`config.mk`:
```
export PLATFORM = sky130hd
export DESIGN_NAME = udc_ctrl
export DESIGN_NICKNAME = d
export VERILOG_FILES = /design/src/hw/udc_flag.v /design/src/hw/udc_ctrl.v
export VERILOG_INCLUDE_DIRS = /design/src /design/src/hw
export SDC_FILE = /design/constraint.sdc
export NUM_CORES = 1
export LEC_CHECK = 0
export ABC_AREA = 1
export BUFFER_PORTS_ARGS = -buffer_cell sky130_fd_sc_hd__buf_2
export CAP_MARGIN = 20
export CORE_MARGIN = 1
export CORE_UTILIZATION = 44
export CTS_BUF_LIST = sky130_fd_sc_hd__clkbuf_16
export CTS_CLUSTER_DIAMETER = 80
export DETAILED_ROUTE_END_ITERATION = 7
export GPL_ROUTABILITY_DRIVEN = 0
export PLACE_DENSITY_LB_ADDON = 0.05
export SLEW_MARGIN = 30
export SYNTH_ARGS = -nofsm -noshare
export SYNTH_HDL_FRONTEND = slang
export SYNTH_HIERARCHICAL = 1
export SYNTH_SLANG_ARGS = --single-unit
```
`constraint.sdc`:
```
create_clock -name pclk -period 1.35 [get_ports pclk]
set_clock_uncertainty 0.15 [all_clocks]
set_input_delay 0.0675 -clock pclk [delete_from_list [all_inputs] [get_ports pclk]]
set_output_delay 0.0675 -clock pclk [all_outputs]
set_load 0.05 [all_outputs]
```
`src/hw/udc_defs.vh`:
```
/*
  Register map, field positions and reset values of the USB device-mode
  control register block. Included by the udc_ctrl design; definitions only.
*/
`ifndef UDC_DEFS_VH
`define UDC_DEFS_VH

`define UDC_CTRL_ADDR 12'h000
`define UDC_STAT_ADDR 12'h004
`define UDC_ADDR_W 12
`define UDC_REG_W 16
`define UDC_CTRL_RST 16'h0000
`define UDC_CTRL_WMASK 16'h002f
`define UDC_STAT_RST 16'h0000
`define UDC_CNT_STEP 16'h0001
`define UDC_RD_PAD 16'h0000
`define UDC_RDATA_RST 32'h0000_0000
`define UDC_BIT_EN 0
`define UDC_BIT_PPRST 1
`define UDC_BIT_RESUME 2
`define UDC_BIT_HOST 3
`define UDC_BIT_PACKET_TRANSFER_DISABLE 5
`define UDC_BIT_SE0 6
`define UDC_STAT_PPCNT 15
`define UDC_SE0_STAGES 2

`endif

```
`src/hw/udc_flag.v`:
```
/*
  Sticky flag set by hardware and cleared by software; set wins over clear.
  Assumes set and clear are single-cycle pulses in the pclk domain.
*/
`timescale 1ns/1ps
`default_nettype none

module udc_flag (
  input wire pclk, // Clock
  input wire presetn, // Async reset, active low
  input wire set, // Hardware set pulse
  input wire clr, // Software clear
  input wire wr_en, // Software write strobe
  input wire wr_val, // Software write value
  output reg q_r // Flag state
);

  always @(posedge pclk or negedge presetn) begin
    if (!presetn) begin
      q_r <= 1'b0;
    end else if (set) begin
      q_r <= 1'b1;
    end else if (clr) begin
      q_r <= 1'b0;
    end else if (wr_en) begin
      q_r <= wr_val;
    end
  end

endmodule // udc_flag

`default_nettype wire

```
`src/hw/udc_ctrl.v`:
```
/*
  USB device-mode control and status register block with APB slave.
  Holds the control word at one offset and a wrapping count of
  ping-pong pointer resets at the next; the enables leave as
  registered levels, the pointer reset as a one-cycle pulse.
  Unmapped offsets read zero and answer with pslverr high.
  Assumes the engine reports SETUP tokens as one-cycle pulses, the
  bus single-ended-zero level is synchronous to pclk, and the APB
  master keeps to its setup and access phases; pready stays high.
*/
// Decided for this implementation: the APB slave port and the placing of the registers.
// Overview of operation
// - Live single-ended-zero flag reads one while SE0 is on the bus.
// - Packet-transfer-disable high suspends all token and packet processing.
// - A received SETUP token sets packet-transfer-disable automatically.
// - Host-capability enable turns on host mode and D+/D- pull-downs.
// - Resume signalling is driven while the resume bit is one.
// - Writing one to ping-pong reset returns all pointers to even bank.
// - Module enable high enables module, attaches, turns on D+ pull-up.
// - Module enable low disables module and appears detached.
// - Unimplemented control bits read as zero.
`timescale 1ns/1ps
`default_nettype none
`include "udc_defs.vh"

module udc_ctrl #(
  parameter ADDR_W = `UDC_ADDR_W // APB address width
) (
  input wire pclk, // Clock, 100 MHz
  input wire presetn, // Async reset, active low
  input wire psel, // APB select
  input wire penable, // APB enable
  input wire pwrite, // APB write
  input wire [ADDR_W-1:0] paddr, // APB byte address
  input wire [31:0] pwdata, // APB write data
  output wire pready, // APB ready
  output reg [31:0] prdata, // APB read data
  output wire pslverr, // APB error
  input wire bus_se0, // Line state: single-ended zero seen
  input wire setup_token, // Engine pulse: SETUP token received
  output reg module_enable, // Module and circuitry enabled
  output reg dp_pullup_en, // D+ pull-up on (attached)
  output reg host_capability_enable, // Host mode enabled
  output reg host_pulldown_en, // D+ and D- pull-downs on
  output reg resume_drive, // Drive resume signalling
  output reg packet_transfer_disable, // Engine processing suspended
  output reg pingpong_pointer_reset // Pulse: pointers to even bank
);

  reg [1:0] se0_sync_r;
  reg module_enable_r;
  reg module_enable_nxt;
  reg host_en_r;
  reg host_en_nxt;
  reg resume_r;
  reg resume_nxt;
  reg [`UDC_REG_W-1:0] pp_count_r;
  reg [`UDC_REG_W-1:0] pp_count_nxt;
  reg [31:0] prdata_nxt;
  reg [`UDC_REG_W-1:0] ctrl_rd;

  wire packet_transfer_disable_q;
  wire wr_fire;
  wire rd_setup;
  wire ctrl_hit;
  wire stat_hit;
  wire ctrl_wr;
  wire packet_transfer_disable_clr;
  wire pprst_req;

  // Zero wait states: every access phase completes at once
  assign pready = 1'b1;
  assign wr_fire = psel & penable & pwrite;
  assign rd_setup = psel & ~penable & ~pwrite;
  assign ctrl_hit = (paddr == `UDC_CTRL_ADDR);
  assign stat_hit = (paddr == `UDC_STAT_ADDR);
  assign ctrl_wr = wr_fire & ctrl_hit;
  assign packet_transfer_disable_clr = ctrl_wr & ~pwdata[`UDC_BIT_PACKET_TRANSFER_DISABLE];
  assign pprst_req = ctrl_wr & pwdata[`UDC_BIT_PPRST];
  // Unmapped offsets answer with an error and change nothing
  assign pslverr = psel & penable & ~(ctrl_hit | stat_hit);

  // Live SE0 sampled into the register view
  always @(posedge pclk or negedge presetn) begin
    if (!presetn) begin
      se0_sync_r <= 2'b00;
    end else begin
      se0_sync_r <= {se0_sync_r[0], bus_se0};
    end
  end

  // Next value of the writable control bits
  always @* begin
    module_enable_nxt = module_enable_r;
    host_en_nxt = host_en_r;
    resume_nxt = resume_r;
    if (ctrl_wr) begin
      module_enable_nxt = pwdata[`UDC_BIT_EN];
      host_en_nxt = pwdata[`UDC_BIT_HOST];
      resume_nxt = pwdata[`UDC_BIT_RESUME];
    end
  end

  always @(posedge pclk or negedge presetn) begin
    if (!presetn) begin
      module_enable_r <= 1'b0;
      host_en_r <= 1'b0;
      resume_r <= 1'b0;
    end else begin
      module_enable_r <= module_enable_nxt;
      host_en_r <= host_en_nxt;
      resume_r <= resume_nxt;
    end
  end

  // SETUP token beats a same-cycle software clear
  udc_flag i_udc_flag (
    .pclk(pclk),
    .presetn(presetn),
    .set(setup_token),
    .clr(packet_transfer_disable_clr),
    .wr_en(ctrl_wr),
    .wr_val(pwdata[`UDC_BIT_PACKET_TRANSFER_DISABLE]),
    .q_r(packet_transfer_disable_q)
  );

  // Count of pointer resets, for software visibility
  always @* begin
    pp_count_nxt = pp_count_r;
    if (pprst_req) begin
      pp_count_nxt = pp_count_r + `UDC_CNT_STEP;
    end
  end

  always @(posedge pclk or negedge presetn) begin
    if (!presetn) begin
      pp_count_r <= `UDC_STAT_RST;
    end else begin
      pp_count_r <= pp_count_nxt;
    end
  end

  // Attach: module enable brings the D+ pull-up with it
  always @(posedge pclk or negedge presetn) begin
    if (!presetn) begin
      module_enable <= 1'b0;
      dp_pullup_en <= 1'b0;
    end else begin
      module_enable <= module_enable_r;
      dp_pullup_en <= module_enable_r;
    end
  end

  // Host mode brings both pull-downs with it
  always @(posedge pclk or negedge presetn) begin
    if (!presetn) begin
      host_capability_enable <= 1'b0;
      host_pulldown_en <= 1'b0;
    end else begin
      host_capability_enable <= host_en_r;
      host_pulldown_en <= host_en_r;
    end
  end

  always @(posedge pclk or negedge presetn) begin
    if (!presetn) begin
      resume_drive <= 1'b0;
    end else begin
      resume_drive <= resume_r;
    end
  end

  // Engine halt follows the flag, whoever set it
  always @(posedge pclk or negedge presetn) begin
    if (!presetn) begin
      packet_transfer_disable <= 1'b0;
    end else begin
      packet_transfer_disable <= packet_transfer_disable_q;
    end
  end

  // One pulse per write of one; a write of zero leaves pointers alone
  always @(posedge pclk or negedge presetn) begin
    if (!presetn) begin
      pingpong_pointer_reset <= 1'b0;
    end else begin
      pingpong_pointer_reset <= pprst_req;
    end
  end

  // Reserved bits and reset bit read zero; SE0 is read-only
  always @* begin
    ctrl_rd = `UDC_CTRL_RST;
    ctrl_rd[`UDC_BIT_EN] = module_enable_r;
    ctrl_rd[`UDC_BIT_RESUME] = resume_r;
    ctrl_rd[`UDC_BIT_HOST] = host_en_r;
    ctrl_rd[`UDC_BIT_PACKET_TRANSFER_DISABLE] = packet_transfer_disable_q;
    ctrl_rd[`UDC_BIT_SE0] = se0_sync_r[1];
  end

  // Read data is latched in the setup cycle and stands in the access phase
  always @* begin
    prdata_nxt = prdata;
    if (rd_setup) begin
      if (ctrl_hit) begin
        prdata_nxt = {`UDC_RD_PAD, ctrl_rd};
      end else if (stat_hit) begin
        prdata_nxt = {`UDC_RD_PAD, pp_count_r};
      end else begin
        prdata_nxt = `UDC_RDATA_RST;
      end
    end
  end

  always @(posedge pclk or negedge presetn) begin
    if (!presetn) begin
      prdata <= `UDC_RDATA_RST;
    end else begin
      prdata <= prdata_nxt;
    end
  end

endmodule // udc_ctrl

`default_nettype wire

```
* Word-level counts from Yosys, hierarchy flattened
Cells that the tools add are included.
Operators by class: add/subtract/negate cells 1, equal/unequal tests 1, mux-type cells 5, bitwise operators 13, reduce and logical (&&, ||, !) cells 2
Operators with widths (count):
- two-way mux 32 bit | 1
- adder 16 x 1 -> 16 bit (second input constant) | 1
- two-way mux 16 bit | 1
- == test 12 x 3 -> 1 bit (second input constant) | 1
- logical NOT 12 bit | 1
- AND 1 bit | 8
- NOT 1 bit | 4
- two-way mux 1 bit | 3
- nonzero test 3 bit | 1
- bitwise OR 1 bit | 1
Word-level totals: register bits 59, bits of input ports 51, output and inout bits 41, logic and storage cells 34

* Depth between registers and ports, before layout
Gate-level depths: netlist of run 1.
word-level depth 6, mapped depth 9

* Hierarchy
The synthesis of run 1 kept the hierarchy.
By module, submodules not included:
- udc_ctrl | times used 1, cells an instance 291, area an instance 2264.7 µm², sequential area each 1051.0 µm²
- udc_flag | times used 1, cells an instance 10, area an instance 60.1 µm², sequential area each 25.0 µm²

* Worst setup path before layout of run 1
Ideal clock, no wire load.
kind register -> register, start point register pp_count_r[0], end point register pp_count_r[14], arrival time 1.231 ns, data required time 1.084 ns, path slack -0.147 ns, stages on the path, launching flop included 9, buffers on the path 0, path through dfrtp_1 -> ha_1 -> nand3_1 -> nor2_1 -> nand3_1 -> nand2_1 -> nand2_1 -> nand2_1 -> nand2_1
On the way: longest elaborated chain between the ends 1
Ends and longest elaborated chain:
- start, declared | line udc_ctrl.v:57 | reg [`UDC_REG_W-1:0] pp_count_r;
- start signal, assigned | line udc_ctrl.v:137 | pp_count_r <= `UDC_STAT_RST;
- start signal, assigned | line udc_ctrl.v:139 | pp_count_r <= pp_count_nxt;
- adder 16 x 1 -> 16 bit (no line)
No other way between the ends. A chain may end at the register's enable or synchronous reset.

* Worst setup path in the final report of run 1
Ends and elaborated chain as after synthesis.

==> flow_summary.toml, run 1 <==
[outcome]
status = "finished, violations left"
violations = "setup timing"

[yosys]
async_flop_share = 1.00
netlist_area_sq_um = 2320
ys_ff_latch = 43
synth_top_area_cell = "dfrtp_1"
yosysWarnings = 6
synth_edf_count = 0
synth.area.top_cells = "dfrtp_1 46%, nand2_1 21%, nand3_1 6.7%, buf_4 6.1%, nor2_1 3.4%"
syn_area_per_cell_sq_um = 7.72
ys_types = 25
yosysTopAreaCellShare = 0.463
yosys_most_used_dff = "dfrtp_1"
syn_inst = 301
yosysSeqAreaShare = 0.463

[layout]
drive_gt1_frac = 0.342
layout_common_cells = "118 x nand2_1, 47 x buf_2, 41 x dfrtp_1, 30 x buf_4, 27 x nand3_1"
fill_cells = 472
area_growth_syn_to_layout_pct = 39.2
top_regs = "pp_count_r x16, prdata x16, se0_sync_r x2"
layout_commonest_cell = "nand2_1"
fin_area_sq_um = 3240
antenna_cells = 0
nets = 440

[timing]
hold_viol = 0
whs_ns = 0.0662
setup_ws_ns = -0.0409
rsz0062_at_grt = "true"
min_period_ns = 1.39
setup_violations = 1
finalCritPeriodShare = 1.03
max_clock_freq_mhz = 719
slew_viol_final = 0

[drt]
wl_microns = 5310
remaining_drc_errors = 0
wire_per_inst_microns = 11.6
vias_per_cell = 4.60
drtAntennaViolNets = 0
vias = 2113
drt-pass1-iter-count = 4
drt-initial-drc-count = 90

[floorplanning]
die_x_microns = 74.7
die_area_sq_um = 5580
initial_core_util = 0.455
die_h_microns = 74.7
std_cell_rows = 26
ios = 92
coreArea_sq_um = 5110

[critical_path]
r2r_cells = 8
crit_path_start_kind = "flop"
worstPathRequired_ns = 1.37
r2r-start = "pp_count_r[0]"
r2r-end = "pp_count_r[14]"
crit_arrival_ns = 1.41
crit_type = "reg2reg"
cp-end-kind = "flop"
worstPathMaxFanout = 5
reg2reg_slack_ns = -0.04

[clocking]
cts.sinks = 43
clock_latency_ns = 0.28
cts_max_path_buffers = 2
cts_root_buf = "clkbuf_16"
cts_tree = "built"
cts_made_buffers = 5
cts_htree_levels = 2
path_clk_slew_ns = 0.06

[pwr]
pwr_density_cell_nw_per_um2 = 899
internal-power_w = 0.00222
peakVddDrop_mv = 0.529
leakagePower_nw = 1.76
p_switching_w = 0.000687
power_frac_seq = 0.444
clkPwrFrac = 0.472
swShare = 0.236
comb_power_share = 0.084

[placement]
dp_hpwl_microns = 3690
port_buffers = 47
placed_area_sq_um = 2850

[global_routing]
grt_max_degree = 44
grt_pass1_vias = 1933
grt_pass1_wl_microns = 8850
groute.usage.overall = 0.209
grt_overflow_total = 0
antenna_found_initial = 0

[hold_path]
min_to = "prdata[2]"
min-delay-start = "penable"
whs_path_depth = 5
holdCritPathClass = "in2reg"

[flow_run]
drv_cap = 0
[cell usage after synthesis (all sizes together) (2+ instances only)]
cell     n
nand3   32
inv     21
nor2    26
buf     24
o21ai    4
nand4    7
dfrtp   43
nand2  130
conb     2
xnor2    7
nor3     2
[area by class of cell]
class                           instances  area [sq um]  share of cell area
Inverter                               21          81.3              0.0251
Sequential cell                        43          1080               0.333
Clock inverter                          3          43.8              0.0135
Tap cell                               70          87.6              0.0271
Multi-Input combinational cell        227          1190               0.367
Clock buffer                            5           125              0.0387
Timing Repair Buffer                   90           633               0.196
[repair_timing]
item	CTS	global route
buffers inserted	2	1
hold buffers	7	0
endpoints found under the hold margin	48	0
pin swaps	2	21
resized for setup	10	27
endpoints found under the setup margin	11	12
[metal layers]
metal / vias up / wire (microns) / track usage
met2: 50 / 2600 / 0.342
met1: 982 / 2490 / 0.291
met3: 5 / 172 / 0.0281
met4: 0 / 48 / 0.0566
met5: - / 0 / 0
li1: 1076 / - / -
[worst max-delay path by stage]
stage	from	to	slack (ns)	cells after the start
floorplan	pp_count_r[1]	pp_count_r[14]	-0.02	8
global placement	pp_count_r[1]	pp_count_r[14]	-0.05	8
detailed placement	pp_count_r[1]	pp_count_r[15]	-0.1	7
CTS	pp_count_r[4]	pp_count_r[8]	0.001	6
global route	pp_count_r[4]	pp_count_r[9]	-0.12	8
finish	pp_count_r[0]	pp_count_r[14]	-0.04	8
[worst max-delay path, stage by stage, from the launching register on]
cell and delay [ns]:
dfrtp_2 0.42, ha_4 0.17, nand3_4 0.10, nor2_4 0.16, nand3_2 0.08, nand2_1 0.07
nand2_1 0.04, nand2_1 0.05, nand2_1 0.04
[logic make-up after synthesis]
logic type / after synthesis / synth area share
simple gates: 197 / 0.381
other cells: 2 / 0.00323
xor+xnor: 7 / 0.0264
fa+ha+maj: 1 / 0.00538
flops: 43 / 0.463
compound gates: 5 / 0.0113
buf+inv: 46 / 0.110
[power by group through the flow]
stage                     Sequential, W  Combinational [W]  Clock, W
after floorplan                 0.00132           0.000184         0
after global placement          0.00132           0.000229         0
after detailed placement        0.00132           0.000230         0
after CTS                       0.00129           0.000245   0.00139
after global routing            0.00129           0.000266   0.00143
final                           0.00129           0.000244   0.00137
[metrics by stage]
stage / setup WS [ns] / power, W / utilization / setup TNS (ns) / std cells
after global routing: -0.118 / 0.00299 / 0.634 / -0.760 / 459
after detailed placement: -0.0988 / 0.00155 / 0.558 / -1.09 / 441
final: -0.0409 / 0.00291 / 0.634 / -0.0409 / 459
after floorplan: -0.0150 / 0.00150 / - / -0.0150 / 316
after global placement: -0.0513 / 0.00155 / 0.558 / -0.163 / 441
after CTS: 0.00131 / 0.00293 / 0.613 / 0 / 458
Power figures use the tool's default switching activity.
==> inputs of run 2 (changes only) <==
==> constraint.sdc (replaced) <==
create_clock -name pclk -period 1.18 [get_ports pclk]
set_clock_uncertainty 0.15 [all_clocks]
set_input_delay 0.059 -clock pclk [delete_from_list [all_inputs] [get_ports pclk]]
set_output_delay 0.059 -clock pclk [all_outputs]
set_load 0.05 [all_outputs]
==> flow_summary.toml, run 2 (synthesized netlist as in run 1, its figures left out) <==
[outcome]
status = "finished, violations left"
violations = "setup timing"

[critical_path]
cp_slowest_stage_delay_ns = 0.42
worstPathRequired_ns = 1.20
r2r-start = "pp_count_r[1]"
path_cells = "ha_4 > nand3_4 > nor2_4 > nand3_2 > nand2_1 > nand2_1 > nand2_1 > nand2_1"
worstPathMaxFanout = 5
cp-end-kind = "flop"
cp_common_cell = "nand2_1"
reg2reg_slack_ns = -0.15
crit_arrival_ns = 1.36
slowest_stage = "dfrtp_2"
crit_type = "reg2reg"
crit_path_start_kind = "flop"
startpoint = "pp_count_r[1]"

[clocking]
clock_latency_ns = 0.28
cts_root_buf = "clkbuf_16"
path_clk_slew_ns = 0.06
cts_made_buffers = 5
cts_max_path_buffers = 2
cts_tree = "built"
cts_htree_levels = 2
cts.sinks = 43

[placement]
dp_hpwl_microns = 3880
placed_area_sq_um = 2930
port_buffers = 47
post-place-ws_ns = -0.241

[pwr]
leakagePower_nw = 1.80
pwr_density_cell_nw_per_um2 = 934
peakVddDrop_mv = 0.534

[layout]
layout_common_cells = "118 x nand2_1, 46 x buf_2, 46 x buf_4, 39 x dfrtp_1, 26 x nand3_1"
fin_area_sq_um = 3320
antenna_cells = 0
drive_gt1_frac = 0.376
nets = 455
layout_commonest_cell = "nand2_1"
utilization = 0.650
fill_cells = 438
top_regs = "pp_count_r x16, prdata x16, se0_sync_r x2"
area_growth_syn_to_layout_pct = 42.8

[timing]
setup_violations = 15
hold_viol = 0
finalCritPeriodShare = 1.13
min_period_ns = 1.33
max_clock_freq_mhz = 749
slew_viol_final = 0
whs_ns = 0.0523
setup_ws_ns = -0.155
rsz0062_at_grt = "true"

[drt]
wire_per_inst_microns = 11.7
remaining_drc_errors = 0
vias_per_cell = 4.59
vias = 2174
drt-initial-drc-count = 101
wl_microns = 5530
drt-pass1-iter-count = 4
drtAntennaViolNets = 0

[global_routing]
grt_pass1_wl_microns = 8890
grt_max_degree = 44
groute.usage.overall = 0.209
grt_pass1_vias = 1929
antenna_found_initial = 0
grt_overflow_total = 0

[floorplanning]
die_h_microns = 74.7
die_x_microns = 74.7
die_area_sq_um = 5580
initial_core_util = 0.455
ios = 92
std_cell_rows = 26
coreArea_sq_um = 5110

[hold_path]
holdCritPathClass = "in2reg"
min-delay-start = "penable"

[flow_run]
drv_cap = 0
## run 2: cell types whose count changed in the layout (fill, tap and decap cells not counted), sizes merged
cell      previous run  this run
buf                 83        98
inv                 21        22
clkinv               2         1
clkinvlp             0         1
bufinv               1         0
## run 2: layer usage
layer,global-route usage,part of all wire,up-vias
li1,-,-,1105
met1,0.294,0.47,994
met2,0.339,0.48,69
met3,0.0361,0.040,6
met4,0.0440,0.0096,0
met5,0,0,-
## run 2: per-stage QoR
stage	std cells	TNS (ns)	total power, W
after global routing	474	-2.40	0.00323
after global placement	448	-2.40	0.00178
final	474	-1.32	0.00310
after detailed placement	448	-3.00	0.00178
after floorplan	316	-0.666	0.00172
after CTS	466	-1.33	0.00313
## run 2: final timing paths
path,end,depth (start not counted)
min in group asynchronous,i_udc_flag/q_r,3
setup reg to reg,pp_count_r[14],8
hold reg to reg,se0_sync_r[1],0
setup / recovery,pp_count_r[14],8
hold / removal,prdata[5],5
max in group asynchronous,pp_count_r[1],3
## run 2: repair_timing
action / in CTS / in global routing
cloned: 0 / 0
endpoints found under the hold margin: 48 / 0
buffers inserted: 3 / 8
hold buffers: 7 / 0
gates resized for setup: 10 / 19
setup endpoints to repair: 15 / 17
pin swaps: 7 / 13
## run 2: power breakdown
group | leakage [nW] | switching (W) | internal, W | total [W]
Clock | 0.0710 | 0.000553 | 0.000772 | 0.00133
Sequential | 0.579 | 0.00000185 | 0.00148 | 0.00148
Combinational | 1.15 | 0.000215 | 0.0000797 | 0.000295
## run 2: worst max-delay path: cells and delay by family (launching register included)
family        cells  cell delay (ns)
fa+ha+maj         1             0.17
flops             1             0.42
simple gates      7             0.49
## run 2: layout make-up
cell class / instances / area (sq um) / share of cell area
tap: 70 / 87.6 / 0.0264
sequential: 43 / 1080 / 0.326
multi-input combinational: 227 / 1180 / 0.355
clock inverter: 3 / 16.3 / 0.00490
clock buffer: 5 / 125 / 0.0377
inverter: 21 / 81.3 / 0.0245
timing repair buffer: 105 / 748 / 0.225
==> inputs of run 3 (changes only) <==
--- a/config.mk
+++ b/config.mk
@@ -11,7 +11,7 @@
 export CAP_MARGIN = 20
 export CORE_MARGIN = 1
 export CORE_UTILIZATION = 44
-export CTS_BUF_LIST = sky130_fd_sc_hd__clkbuf_16
+export CTS_BUF_LIST = sky130_fd_sc_hd__clkbuf_8 sky130_fd_sc_hd__clkbuf_16
 export CTS_CLUSTER_DIAMETER = 80
 export DETAILED_ROUTE_END_ITERATION = 7
 export GPL_ROUTABILITY_DRIVEN = 0
==> flow_summary.toml, run 3 (synthesized netlist as in run 1, its figures left out) <==
[clocking]
cts_root_buf = "clkbuf_8"
cts_max_path_buffers = 2
cts_tree = "built"
clock_latency_ns = 0.30
cts.sinks = 43
cts_made_buffers = 5
path_clk_slew_ns = 0.08
cts_htree_levels = 2

[layout]
layout_commonest_cell = "nand2_1"
drive_gt1_frac = 0.376
layout.area.seq_sq_um = 1080
fill_cells = 452
layout_common_cells = "118 x nand2_1, 46 x buf_2, 46 x buf_4, 39 x dfrtp_1, 26 x nand3_1"
top_regs = "pp_count_r x16, prdata x16, se0_sync_r x2"
antenna_cells = 0
utilization = 0.639
finalNonFillerCells = 474
multi_input_area_sq_um = 1180
nets = 455
area_growth_syn_to_layout_pct = 40.4

[timing]
hold_viol = 0
finalSetupTns_ns = -1.34
rsz0062_at_grt = "true"
slew_viol_final = 0
max_clock_freq_mhz = 752
setup_ws_ns = -0.150
finalCritPeriodShare = 1.13
whs_ns = 0.0299
setup_violations = 15
min_period_ns = 1.33

[drt]
drt-pass1-iter-count = 4
drt-initial-drc-count = 93
vias = 2157
wl_microns = 5460
drtAntennaViolNets = 0
remaining_drc_errors = 0
vias_per_cell = 4.55
wire_per_inst_microns = 11.5

[placement]
port_buffers = 47
dpl.cell_count = 448
dp_hpwl_microns = 3880

[critical_path]
critPathBufInv = 0
crit_path_start_kind = "flop"
worstPathRequired_ns = 1.22
cp_slowest_stage_delay_ns = 0.42
crit_type = "reg2reg"
slowest_stage = "dfrtp_2"
path_cells = "ha_4 > nand3_4 > nor2_4 > nand3_2 > nand2_1 > nand2_1 > nand2_1 > nand2_1"
cp-end-kind = "flop"
worstPathMaxFanout = 5
cp_common_cell = "nand2_1"
worst_path_dominant_cell_family = "simple AND/OR/NAND/NOR gates"
crit_arrival_ns = 1.37
reg2reg_slack_ns = -0.15

[global_routing]
grt_pass1_wl_microns = 8870
groute.usage.overall = 0.210
grt_overflow_total = 0
grt_pass1_vias = 1937
antenna_found_initial = 0
grt_max_degree = 44

[pwr]
peakVddDrop_mv = 0.429
finalPower_w = 0.00270
leakagePower_nw = 1.77
pwr_density_cell_nw_per_um2 = 827

[floorplanning]
die_area_sq_um = 5580
die_x_microns = 74.7
std_cell_rows = 26
coreArea_sq_um = 5110
initial_core_util = 0.455
die_h_microns = 74.7
ios = 92

[flow_run]
drv_cap = 0

[outcome]
status = "finished, violations left"
violations = "setup timing"

[hold_path]
holdCritPathClass = "in2reg"
-- run 3: cell counts in the layout (fill, tap and decap cells not counted) --
No cell type changed its count.
-- run 3: per-layer routing --
metal,wire (microns),global-route usage
met1,2620,0.289
met2,2550,0.336
met3,197,0.0388
met4,93,0.0629
met5,0,0
-- run 3: final cells by class --
type / instances / area share
inverters: 21 / 0.0249
clock inverters: 3 / 0.00498
multi-input cells: 227 / 0.362
repair buffers: 105 / 0.229
well taps: 70 / 0.0268
flip-flops and latches: 43 / 0.331
clock buffers: 5 / 0.0211
-- run 3: final timing paths --
| kind | start | end | depth (start not counted) |
|---|---|---|---|
| min | penable | prdata[5] | 5 |
| max | pp_count_r[1] | pp_count_r[14] | 8 |
| min in group asynchronous | presetn | i_udc_flag/q_r | 3 |
| min reg2reg | se0_sync_r[0] | se0_sync_r[1] | 0 |
| max in group asynchronous | presetn | pp_count_r[3] | 3 |
| max reg2reg | pp_count_r[1] | pp_count_r[14] | 8 |
-- run 3: timing repair --
action,CTS,global route
hold endpoints to repair,48,0
hold buffers,7,0
endpoints found under the setup margin,15,17
resized for setup,11,18
setup buffers,3,8
pin swaps,6,12
-- run 3: tightest hold or removal path, cell delays in order --
cell,delay [ns]
buf_2,0.09
nor3_2,0.05
buf_12,0.14
nand2_1,0.06
nand2_1,0.04
-- run 3: metrics by stage --
step,worst slack (ns),cell area (sq um)
2_1_floorplan,-0.143,2440
3_3_place_gp,-0.168,2930
3_5_place_dp,-0.241,2930
4_1_cts,-0.147,3150
5_1_grt,-0.235,3260
6_report,-0.150,3260
-- run 3: power breakdown --
part	internal, W	leakage, nW	switching [W]
Combinational	0.0000796	1.15	0.000215
Sequential	0.00148	0.579	0.00000185
Clock	0.000406	0.0453	0.000520
